## config.mk

```make
export PLATFORM = sky130hd
export DESIGN_NAME = cafu_filter_unit
export DESIGN_NICKNAME = d
export VERILOG_FILES = /design/src/cafu_pkg.sv /design/src/cafu_filter_unit.sv
export SDC_FILE = /design/constraint.sdc
export NUM_CORES = 2
export LEC_CHECK = 0
export BUFFER_PORTS_ARGS = -buffer_cell sky130_fd_sc_hd__buf_2
export CORE_ASPECT_RATIO = 1.5
export CORE_MARGIN = 3
export CORE_UTILIZATION = 30
export DETAILED_ROUTE_END_ITERATION = 10
export GPL_TIMING_DRIVEN = 1
export SLEW_MARGIN = 25
export SYNTH_ARGS = -nofsm -noshare
export SYNTH_HDL_FRONTEND = slang
export SYNTH_SLANG_ARGS = --single-unit
```

## constraint.sdc

```tcl
create_clock -name clk -period 8.33 [get_ports clk]
set_input_delay 1.2495 -clock clk [delete_from_list [all_inputs] [get_ports clk]]
set_output_delay 1.2495 -clock clk [all_outputs]
set_load 0.005 [all_outputs]
```

## src/cafu_pkg.sv

```systemverilog
// Notes on behaviour
// - Thirty-two acceptance filters share four identifier mask registers.
// - Each filter has an on bit, two-bit mask choice, five-bit FIFO select.
// - Setting a filter's on bit enables it; clearing it disables it.
// - After reception filters are stepped through from filter 0 until one accepts, XOR compare under mask.
// - Mask bit one compares that identifier bit; zero ignores it.
// - An enabled matching filter sends the frame to its selected FIFO.
// - Any filter may name any FIFO; filters may share one FIFO.
// - The accepting filter's index is stored with the frame.
// - One frame goes to at most one FIFO; lowest matching filter wins.
// - If the winner's FIFO is full, the next matching filter with room wins.
// - Identifiers are 11-bit standard or 29-bit extended; filters hold both parts.
// - Filter extended-select bit 19 targets extended frames when set.
// - Mask type-match bit 19 clear accepts either frame type; extended part compared only for extended frames.
// - Type-match set requires frame type equal filter's extended-select bit.
// - Filter settings change only in configuration, normal or disable mode.
// - Clearing an on bit during filtering is deferred; bit reads set meanwhile.
// - A frame hitting a pending-off filter is still stored there first.
// - Writes to a filter's value register are ignored while it is enabled.
// - A mask cannot change while any enabled filter selects it.
// - Mask registers accept writes only in configuration mode.
package cafu_pkg;
   // Sizes
   localparam int NUM_FILT = 32;
   localparam int NUM_MASK = 4;
   localparam int DEST_W   = 5;
   localparam int IDX_W    = 5;
   localparam int MSEL_W   = 2;
   localparam int SID_W    = 11;
   localparam int EID_W    = 18;
   localparam int ADDR_W   = 8;
   // Filter control byte fields
   localparam int CTL_ON_BIT   = 7;
   localparam int CTL_MSEL_LSB = 5;
   localparam int CTL_DEST_LSB = 0;
   // Filter value and mask word fields
   localparam int VAL_SID_LSB = 21;
   localparam int VAL_EXT_BIT = 19;
   localparam int VAL_EID_LSB = 0;
   localparam logic [31:0] VAL_USED = 32'hffebffff;
   // Status word fields
   localparam int STAT_DEST_LSB = 0;
   localparam int STAT_HIT_LSB  = 8;
   localparam int STAT_OK_BIT   = 15;
   localparam int STAT_BUSY_BIT = 16;
   localparam int STAT_MODE_LSB = 24;
   // Operating modes
   localparam logic [2:0] MODE_NORMAL  = 3'h0;
   localparam logic [2:0] MODE_DISABLE = 3'h1;
   localparam logic [2:0] MODE_CONFIG  = 3'h4;
   // Byte addresses
   localparam logic [7:0] ADDR_CTL     = 8'h00;
   localparam logic [7:0] ADDR_CTL_END = 8'h20;
   localparam logic [7:0] ADDR_VAL     = 8'h40;
   localparam logic [7:0] ADDR_MASK    = 8'hc0;
   localparam logic [7:0] ADDR_STAT    = 8'hd0;
   localparam logic [7:0] ADDR_ACC     = 8'hd4;
   localparam logic [7:0] ADDR_DROP    = 8'hd8;
   // Bus answers
   localparam logic [1:0] RESP_OKAY   = 2'h0;
   localparam logic [1:0] RESP_SLVERR = 2'h2;
   typedef enum logic [1:0] {ST_IDLE, ST_SCAN, ST_DONE} cafu_state_t;
   typedef enum logic [2:0] {
      RG_CTL, RG_VAL, RG_MASK, RG_STAT, RG_ACC, RG_DROP, RG_NONE
   } cafu_region_t;
endpackage

```

## src/cafu_filter_unit.sv

```systemverilog
module cafu_filter_unit #(
   parameter int CNT_W = 16
) (
   input  logic                          clk,
   input  logic                          arst_n,
   input  logic                          ce,
   // Register bus
   input  logic                          awvalid,
   output logic                          awready,
   input  logic [cafu_pkg::ADDR_W-1:0]   awaddr,
   input  logic                          wvalid,
   output logic                          wready,
   input  logic [31:0]                   wdata,
   input  logic [3:0]                    wstrb,
   output logic                          bvalid,
   input  logic                          bready,
   output logic [1:0]                    bresp,
   input  logic                          arvalid,
   output logic                          arready,
   input  logic [cafu_pkg::ADDR_W-1:0]   araddr,
   output logic                          rvalid,
   input  logic                          rready,
   output logic [31:0]                   rdata,
   output logic [1:0]                    rresp,
   // Controller mode
   input  logic [2:0]                    operatingModeStatus,
   // Assembly buffer side
   input  logic                          asmValid,
   output logic                          asmReady,
   input  logic [cafu_pkg::SID_W-1:0]    asmStdId,
   input  logic [cafu_pkg::EID_W-1:0]    asmExtId,
   input  logic                          asmIsExt,
   // Receive FIFO side
   input  logic [cafu_pkg::NUM_FILT-1:0] fifoFull,
   output logic                          storeValid,
   output logic [cafu_pkg::DEST_W-1:0]   storeFifo,
   output logic [cafu_pkg::IDX_W-1:0]    filterHitIndex,
   output logic                          dropValid
);
   import cafu_pkg::*;

   typedef struct packed {
      cafu_state_t                  st;
      logic [IDX_W-1:0]             idx;
      logic [NUM_FILT-1:0][7:0]     ctl;
      logic [NUM_FILT-1:0][31:0]    val;
      logic [NUM_MASK-1:0][31:0]    mask;
      logic [NUM_FILT-1:0]          pendOff;
      logic [SID_W-1:0]             standard_id_part;
      logic [EID_W-1:0]             extended_id_part;
      logic                         ext;
      logic                         awHave;
      logic [ADDR_W-1:0]            awAddr;
      logic                         wHave;
      logic [31:0]                  wData;
      logic [3:0]                   wStrb;
      logic                         bValid;
      logic [1:0]                   bResp;
      logic                         rValid;
      logic [31:0]                  rData;
      logic [1:0]                   rResp;
      logic                         storeValid;
      logic [DEST_W-1:0]            storeFifo;
      logic [IDX_W-1:0]             hitIdx;
      logic                         dropValid;
      logic                         lastOk;
      logic [CNT_W-1:0]             accCnt;
      logic [CNT_W-1:0]             dropCnt;
   } cafu_regs_t;

   cafu_regs_t           r_r;
   cafu_regs_t           r_nxt;
   cafu_region_t         wrReg;
   cafu_region_t         rdReg;
   logic                 wrGo;
   logic                 modeOk;
   logic                 busy;
   logic [IDX_W-1:0]     wrF;
   logic [MSEL_W-1:0]    wrM;
   logic [31:0]          strbMask;
   logic [NUM_FILT-1:0]  onVec;
   logic [NUM_MASK-1:0]  maskUse;
   logic [7:0]           curCtl;
   logic [31:0]          curVal;
   logic [31:0]          curMask;
   logic                 sidOk;
   logic                 eidOk;
   logic                 typOk;
   logic                 hitNow;
   logic [DEST_W-1:0]    hitDest;
   logic [ADDR_W-1:0]    valOff;
   int                   f;

   // Map a byte address onto a register region
   function automatic cafu_region_t regionOf(input logic [ADDR_W-1:0] a);
      cafu_region_t rg;
      rg = RG_NONE;
      if (a < ADDR_CTL_END) begin
         rg = RG_CTL;
      end else if (a >= ADDR_VAL && a < ADDR_MASK) begin
         rg = RG_VAL;
      end else if (a >= ADDR_MASK && a < ADDR_STAT) begin
         rg = RG_MASK;
      end else if (a[7:2] == ADDR_STAT[7:2]) begin
         rg = RG_STAT;
      end else if (a[7:2] == ADDR_ACC[7:2]) begin
         rg = RG_ACC;
      end else if (a[7:2] == ADDR_DROP[7:2]) begin
         rg = RG_DROP;
      end
      return rg;
   endfunction

   // Bus handshakes stall while the clock enable is low
   assign awready = ce && !r_r.awHave && !r_r.bValid;
   assign wready  = ce && !r_r.wHave && !r_r.bValid;
   assign arready = ce && !r_r.rValid;
   assign asmReady = ce && (r_r.st == ST_IDLE);
   assign bvalid  = r_r.bValid;
   assign bresp   = r_r.bResp;
   assign rvalid  = r_r.rValid;
   assign rdata   = r_r.rData;
   assign rresp   = r_r.rResp;
   assign storeValid     = r_r.storeValid;
   assign storeFifo      = r_r.storeFifo;
   assign filterHitIndex = r_r.hitIdx;
   assign dropValid      = r_r.dropValid;

   // Write decode of the captured address and data
   assign wrGo   = r_r.awHave && r_r.wHave && !r_r.bValid;
   assign wrReg  = regionOf(r_r.awAddr);
   assign rdReg  = regionOf(araddr);
   assign valOff = r_r.awAddr - ADDR_VAL;
   assign wrF    = valOff[6:2];
   assign wrM    = r_r.awAddr[3:2];
   assign busy   = (r_r.st != ST_IDLE);
   assign strbMask = {{8{r_r.wStrb[3]}}, {8{r_r.wStrb[2]}},
                      {8{r_r.wStrb[1]}}, {8{r_r.wStrb[0]}}};
   assign modeOk = (operatingModeStatus == MODE_CONFIG) ||
                   (operatingModeStatus == MODE_NORMAL) ||
                   (operatingModeStatus == MODE_DISABLE);

   // Enabled filters and the masks they hold in use
   always_comb begin
      maskUse = '0;
      for (int i = 0; i < NUM_FILT; i++) begin
         onVec[i] = r_r.ctl[i][CTL_ON_BIT];
         if (onVec[i]) begin
            maskUse[r_r.ctl[i][CTL_MSEL_LSB +: MSEL_W]] = 1'b1;
         end
      end
   end

   // Compare the held frame with the filter under scan
   assign curCtl  = r_r.ctl[r_r.idx];
   assign curVal  = r_r.val[r_r.idx];
   assign curMask = r_r.mask[curCtl[CTL_MSEL_LSB +: MSEL_W]];
   assign hitDest = curCtl[CTL_DEST_LSB +: DEST_W];
   assign sidOk = ((curVal[VAL_SID_LSB +: SID_W] ^ r_r.standard_id_part) &
                   curMask[VAL_SID_LSB +: SID_W]) == '0;
   assign eidOk = !r_r.ext ||
                  ((curVal[VAL_EID_LSB +: EID_W] ^ r_r.extended_id_part) &
                   curMask[VAL_EID_LSB +: EID_W]) == '0;
   assign typOk = !curMask[VAL_EXT_BIT] ||
                  (curVal[VAL_EXT_BIT] == r_r.ext);
   assign hitNow = curCtl[CTL_ON_BIT] && sidOk && eidOk && typOk &&
                   !fifoFull[hitDest];

   // Next state of the whole unit
   always_comb begin
      r_nxt = r_r;
      f = 0;
      r_nxt.storeValid = 1'b0;
      r_nxt.dropValid  = 1'b0;
      // Address and data are taken independently
      if (awvalid && awready) begin
         r_nxt.awHave = 1'b1;
         r_nxt.awAddr = awaddr;
      end
      if (wvalid && wready) begin
         r_nxt.wHave = 1'b1;
         r_nxt.wData = wdata;
         r_nxt.wStrb = wstrb;
      end
      if (r_r.bValid && bready) begin
         r_nxt.bValid = 1'b0;
      end
      // Perform a write once both halves are held
      if (wrGo) begin
         r_nxt.awHave = 1'b0;
         r_nxt.wHave  = 1'b0;
         r_nxt.bValid = 1'b1;
         r_nxt.bResp  = RESP_OKAY;
         case (wrReg)
            RG_CTL: begin
               for (int b = 0; b < 4; b++) begin
                  f = 4 * int'(r_r.awAddr[4:2]) + b;
                  if (r_r.wStrb[b] && modeOk) begin
                     if (busy && r_r.ctl[f][CTL_ON_BIT] &&
                         !r_r.wData[8*b+CTL_ON_BIT]) begin
                        // Off request held until the scan ends
                        r_nxt.ctl[f] = r_r.wData[8*b +: 8] |
                                       8'h80;
                        r_nxt.pendOff[f] = 1'b1;
                     end else begin
                        r_nxt.ctl[f] = r_r.wData[8*b +: 8];
                        r_nxt.pendOff[f] = 1'b0;
                     end
                  end
               end
            end
            RG_VAL: begin
               if (modeOk && !r_r.ctl[wrF][CTL_ON_BIT]) begin
                  r_nxt.val[wrF] = ((r_r.val[wrF] & ~strbMask) |
                                    (r_r.wData & strbMask)) & VAL_USED;
               end
            end
            RG_MASK: begin
               if (operatingModeStatus == MODE_CONFIG &&
                   !maskUse[wrM]) begin
                  r_nxt.mask[wrM] = ((r_r.mask[wrM] & ~strbMask) |
                                     (r_r.wData & strbMask)) & VAL_USED;
               end
            end
            RG_STAT, RG_ACC, RG_DROP: begin
               r_nxt.bResp = RESP_OKAY;
            end
            default: begin
               r_nxt.bResp = RESP_SLVERR;
            end
         endcase
      end
      // Read answer one cycle after the address is taken
      if (r_r.rValid && rready) begin
         r_nxt.rValid = 1'b0;
      end
      if (arvalid && arready) begin
         r_nxt.rValid = 1'b1;
         r_nxt.rResp  = RESP_OKAY;
         r_nxt.rData  = '0;
         case (rdReg)
            RG_CTL: begin
               r_nxt.rData = r_r.ctl[{araddr[4:2], 2'b00} +: 4];
            end
            RG_VAL: begin
               r_nxt.rData = r_r.val[araddr[6:2] - 5'h10];
            end
            RG_MASK: begin
               r_nxt.rData = r_r.mask[araddr[3:2]];
            end
            RG_STAT: begin
               r_nxt.rData[STAT_DEST_LSB +: DEST_W] = r_r.storeFifo;
               r_nxt.rData[STAT_HIT_LSB +: IDX_W]   = r_r.hitIdx;
               r_nxt.rData[STAT_OK_BIT]             = r_r.lastOk;
               r_nxt.rData[STAT_BUSY_BIT]           = busy;
               r_nxt.rData[STAT_MODE_LSB +: 3]      = operatingModeStatus;
            end
            RG_ACC: begin
               r_nxt.rData[CNT_W-1:0] = r_r.accCnt;
            end
            RG_DROP: begin
               r_nxt.rData[CNT_W-1:0] = r_r.dropCnt;
            end
            default: begin
               r_nxt.rResp = RESP_SLVERR;
            end
         endcase
      end
      // Filtering sequence, after the register writes so that
      // a deferred off written in the last cycle is applied at once
      case (r_r.st)
         ST_IDLE: begin
            if (asmValid && asmReady) begin
               r_nxt.standard_id_part = asmStdId;
               r_nxt.extended_id_part = asmExtId;
               r_nxt.ext = asmIsExt;
               r_nxt.idx = '0;
               r_nxt.st  = ST_SCAN;
            end
         end
         ST_SCAN: begin
            if (hitNow) begin
               // Lowest eligible filter wins the frame
               r_nxt.storeValid = 1'b1;
               r_nxt.storeFifo  = hitDest;
               r_nxt.hitIdx     = r_r.idx;
               r_nxt.lastOk     = 1'b1;
               r_nxt.accCnt     = r_r.accCnt + 1'b1;
               r_nxt.st         = ST_DONE;
            end else if (r_r.idx == IDX_W'(NUM_FILT - 1)) begin
               r_nxt.dropValid = 1'b1;
               r_nxt.lastOk    = 1'b0;
               r_nxt.dropCnt   = r_r.dropCnt + 1'b1;
               r_nxt.st        = ST_DONE;
            end else begin
               r_nxt.idx = r_r.idx + 1'b1;
            end
         end
         ST_DONE: begin
            // Apply off requests held during the scan
            for (int i = 0; i < NUM_FILT; i++) begin
               if (r_nxt.pendOff[i]) begin
                  r_nxt.ctl[i][CTL_ON_BIT] = 1'b0;
               end
            end
            r_nxt.pendOff = '0;
            r_nxt.st      = ST_IDLE;
         end
         default: begin
            r_nxt.st = ST_IDLE;
         end
      endcase
   end

   // State register, frozen while the clock enable is low
   always_ff @(posedge clk or negedge arst_n) begin
      if (!arst_n) begin
         r_r <= '0;
      end else if (ce) begin
         r_r <= r_nxt;
      end
   end
endmodule

```

==> insert_results.sql <==
INSERT INTO impl_metrics (metric_group, metric, value, unit) VALUES
('status', 'status', 'finished, final reports clean', ''),
('detailed_routing', 'drtPass1Iterations', '8', ''),
('placed_design', 'place_congestion', '0.9656', ''),
('synth', 'async_flop_share', '1.000', ''),
('timing', 'grt_setup_unrepaired', 'false', ''),
('detailed_routing', 'vias', '70310', ''),
('clock_network', 'post_cts_resize_count', '0', ''),
('detailed_routing', 'final_antenna_net_count', '0', ''),
('synth', 'share_of_synthesized_area_spent_on_multiplexers', '0.3298', ''),
('layout', 'num-nets-final', '7623', ''),
('timing', 'total_neg_setup_slack', '0', 'ns'),
('clock_network', 'cts_hold_buffers', '0', ''),
('run', 'drv.max_cap_violation_count', '0', ''),
('critical_path', 'crit_path_end_kind', 'flop', ''),
('global_routing', 'grt_first_pass_wirelength', '527400', 'µm'),
('critical_path', 'crit_path_cell_trace', 'buf_12, buf_4, mux4_2, mux4_2, mux2i_1, xnor2_1, nand3_1, and3_1, a41oi_2, nor2_4, buf_4, nand2_2, mux2_2', ''),
('layout', 'layout.core_utilization', '0.3355', ''),
('floorplanning', 'floorplan.die.width', '458.1', 'µm'),
('timing', 'worst_relative_slew_slack', '0.2254', ''),
('timing', 'worstMarginPinSlew', '1.162', 'ns'),
('power_and_ir_drop', 'proportion_of_total_power_due_to_net_switching', '0.4082', ''),
('placed_design', 'placement.io_buffers', '173', ''),
('clock_network', 'clk_pin_slew', '0.07', 'ns'),
('critical_path', 'critPathSlowestCell', 'sky130_fd_sc_hd__dfrtp_4', ''),
('synth', 'synth_ff_type', 'sky130_fd_sc_hd__dfrtp_1', ''),
('clock_network', 'cts_max_path_bufs', '4', ''),
('power_and_ir_drop', 'comb_power_share', '0.360', ''),
('power_and_ir_drop', 'leakage_power', '42.32', 'nW'),
('clock_network', 'clock_tree_from_tritoncts', 'done', ''),
('detailed_routing', 'remaining_drc_errors', '0', ''),
('clock_network', 'cts_buffers', '158', ''),
('power_and_ir_drop', 'power_internal', '16.14', 'mW'),
('timing', 'timing_max_transition_violations_final', '0', ''),
('floorplanning', 'dieHeight', '684.1', 'µm'),
('synth', 'netlist.area_leader.share', '0.4359', ''),
('critical_path', 'slowest_delay', '1.03', 'ns'),
('detailed_routing', 'routed_wire_length_per_instance', '31.72', 'µm'),
('synth', 'synth-compound-area-share', '0.1027', ''),
('timing', 'layout_worst_path_cycle_share', '0.7733', ''),
('clock_network', 'clock_sink_count', '1602', ''),
('timing', 'period_needed', '6.442', 'ns'),
('layout', 'fin_area', '102200', 'µm²'),
('power_and_ir_drop', 'worst_ir_drop_vdd', '0.2824', 'mV'),
('synth', 'post_synth_instance_area', '91980', 'µm²'),
('critical_path', 'critical_path_required', '9.04', 'ns'),
('critical_path', 'worstPathArrival', '7.15', 'ns'),
('placed_design', 'placedInstanceArea', '96820', 'µm²'),
('timing', 'setup_viol_count_final', '0', ''),
('detailed_routing', 'routed_via_density', '6.054', ''),
('clock_network', 'clock_insertion_delay_worst_skew', '0.84', 'ns'),
('critical_path', 'worst_path_class_setup', 'flop to flop', ''),
('synth', 'synth_enable_flop_cells', '0', ''),
('detailed_routing', 'dr.first_iter.drc_count', '8343', ''),
('global_routing', 'vias_in_the_first_global_route', '70770', ''),
('critical_path', 'crit_path_max_fanout', '56', ''),
('power_and_ir_drop', 'seqPwrFrac', '0.359', ''),
('layout', 'areaGrowthSynthToFinish', '11.15', '%'),
('critical_path', 'startpoint_type', 'flop', ''),
('floorplanning', 'core_area', '304700', 'µm²'),
('timing', 'final.setup_skew', '0.08200', 'ns'),
('global_routing', 'gr-total-overflow', '0', ''),
('detailed_routing', 'post_detailed_routing_wire_length', '368400', 'µm'),
('global_routing', 'antenna_found_initial', '23', ''),
('clock_network', 'htreeDepth', '4', ''),
('placed_design', 'detailedPlacementHpwl', '240800', 'µm'),
('floorplanning', 'std_cell_rows', '248', ''),
('layout', 'proportion_of_layout_cells_with_a_drive_suffix_above_1', '0.2871', ''),
('timing', 'slack_of_the_critical_path', '1.888', 'ns'),
('power_and_ir_drop', 'netSwitchingPower', '11.14', 'mW'),
('critical_path', 'worstPathBufferInverterCount', '3', ''),
('clock_network', 'clock-root-buffer', 'sky130_fd_sc_hd__clkbuf_16', '');
-- cells in the mapped netlist, types with 78 or more instances --
cell	count
sky130_fd_sc_hd__a21oi_1	115
sky130_fd_sc_hd__a221oi_1	78
sky130_fd_sc_hd__and2_1	79
sky130_fd_sc_hd__buf_1	108
sky130_fd_sc_hd__buf_4	79
sky130_fd_sc_hd__clkbuf_1	538
sky130_fd_sc_hd__dfrtp_1	1602
sky130_fd_sc_hd__mux2_2	462
sky130_fd_sc_hd__mux2i_1	375
sky130_fd_sc_hd__mux4_2	943
sky130_fd_sc_hd__nand2_1	1299
sky130_fd_sc_hd__nand3_1	79
sky130_fd_sc_hd__nor2_1	146
sky130_fd_sc_hd__o21ai_0	1098
-- placed cells by master, fill, tap and decap left out, types with 26 or more instances in the layout --
| cell type | instances |
|---|---|
| sky130_fd_sc_hd__xnor2_1 | 32 |
| sky130_fd_sc_hd__mux4_2 | 943 |
| sky130_fd_sc_hd__a221oi_1 | 78 |
| sky130_fd_sc_hd__nand2_1 | 1266 |
| sky130_fd_sc_hd__nand3b_1 | 27 |
| sky130_fd_sc_hd__clkbuf_8 | 26 |
| sky130_fd_sc_hd__a22oi_1 | 62 |
| sky130_fd_sc_hd__nand4_1 | 32 |
| sky130_fd_sc_hd__and2_1 | 76 |
| sky130_fd_sc_hd__nor3b_1 | 35 |
| sky130_fd_sc_hd__o211ai_1 | 30 |
| sky130_fd_sc_hd__nand3_1 | 78 |
| sky130_fd_sc_hd__clkinv_2 | 29 |
| sky130_fd_sc_hd__xor2_1 | 28 |
| sky130_fd_sc_hd__mux2i_1 | 358 |
| sky130_fd_sc_hd__nand2_4 | 33 |
| sky130_fd_sc_hd__o221ai_1 | 55 |
| sky130_fd_sc_hd__mux2_2 | 462 |
| sky130_fd_sc_hd__a21oi_1 | 105 |
| sky130_fd_sc_hd__buf_2 | 169 |
| sky130_fd_sc_hd__buf_4 | 196 |
| sky130_fd_sc_hd__clkbuf_16 | 160 |
| sky130_fd_sc_hd__nor2_1 | 143 |
| sky130_fd_sc_hd__o22ai_1 | 45 |
| sky130_fd_sc_hd__dfrtp_1 | 1588 |
| sky130_fd_sc_hd__o21ai_0 | 1095 |
-- power groups by stage --
stage          clock network, mW  registers (mW)  logic, mW
4_1_cts                     7.77            9.74       9.69
6_report                    7.68            9.79       9.81
5_1_grt                     8.05            9.82       10.2
3_5_place_dp                   0            9.88       9.66
3_3_place_gp                   0            9.83       9.57
2_1_floorplan                  0            8.82       6.66
-- cell type report --
cell class,count,area [µm²]
multi-input cells,5308,48760
inverters,29,108.9
flip-flops and latches,1602,40130
fillers,29920,202500
repair buffers,394,2897
diodes,6,15.01
clock buffers,208,4434
clock inverters,67,883.3
well taps,4000,5005
-- routing by layer --
| metal | global-route usage | up-vias | routed length, µm |
|---|---|---|---|
| met2 | 0.3655 | 4080 | 171100 |
| met4 | 0.1976 | 18 | 37620 |
| met5 | 0 | - | 126 |
| li1 | - | 28580 | - |
| met3 | 0.04723 | 1330 | 32320 |
| met1 | 0.2657 | 36300 | 127200 |
-- worst paths after layout --
| check | start | end | slack (ns) | cells after the start |
|---|---|---|---|---|
| max | r_r[1599]$_DFFE_PN0P_ | r_r[17]$_DFFE_PN0P_ | 1.89 | 13 |
| min | arst_n | asynchronous set/reset pin | 0.43 | 1 |
| max reg2reg | r_r[1599]$_DFFE_PN0P_ | r_r[17]$_DFFE_PN0P_ | 1.89 | 13 |
| min reg2reg | rresp[1]$_DFFE_PN0P_ | rresp[1]$_DFFE_PN0P_ | 0.48 | 2 |
| max in group asynchronous | arst_n | r_r[124]$_DFFE_PN0P_ | 5.73 | 4 |
| min in group clk | rresp[1]$_DFFE_PN0P_ | rresp[1]$_DFFE_PN0P_ | 0.48 | 2 |
-- kinds of logic after synthesis --
family,count (synthesis)
buffers and inverters,821
other,1
DFF,1602
muxes,1787
AOI/OAI and AO/OA,1629
xor gates and xnor gates,60
adders and majority gates,4
and+or+nand+nor,1826
Power figures use the tool's default switching activity.
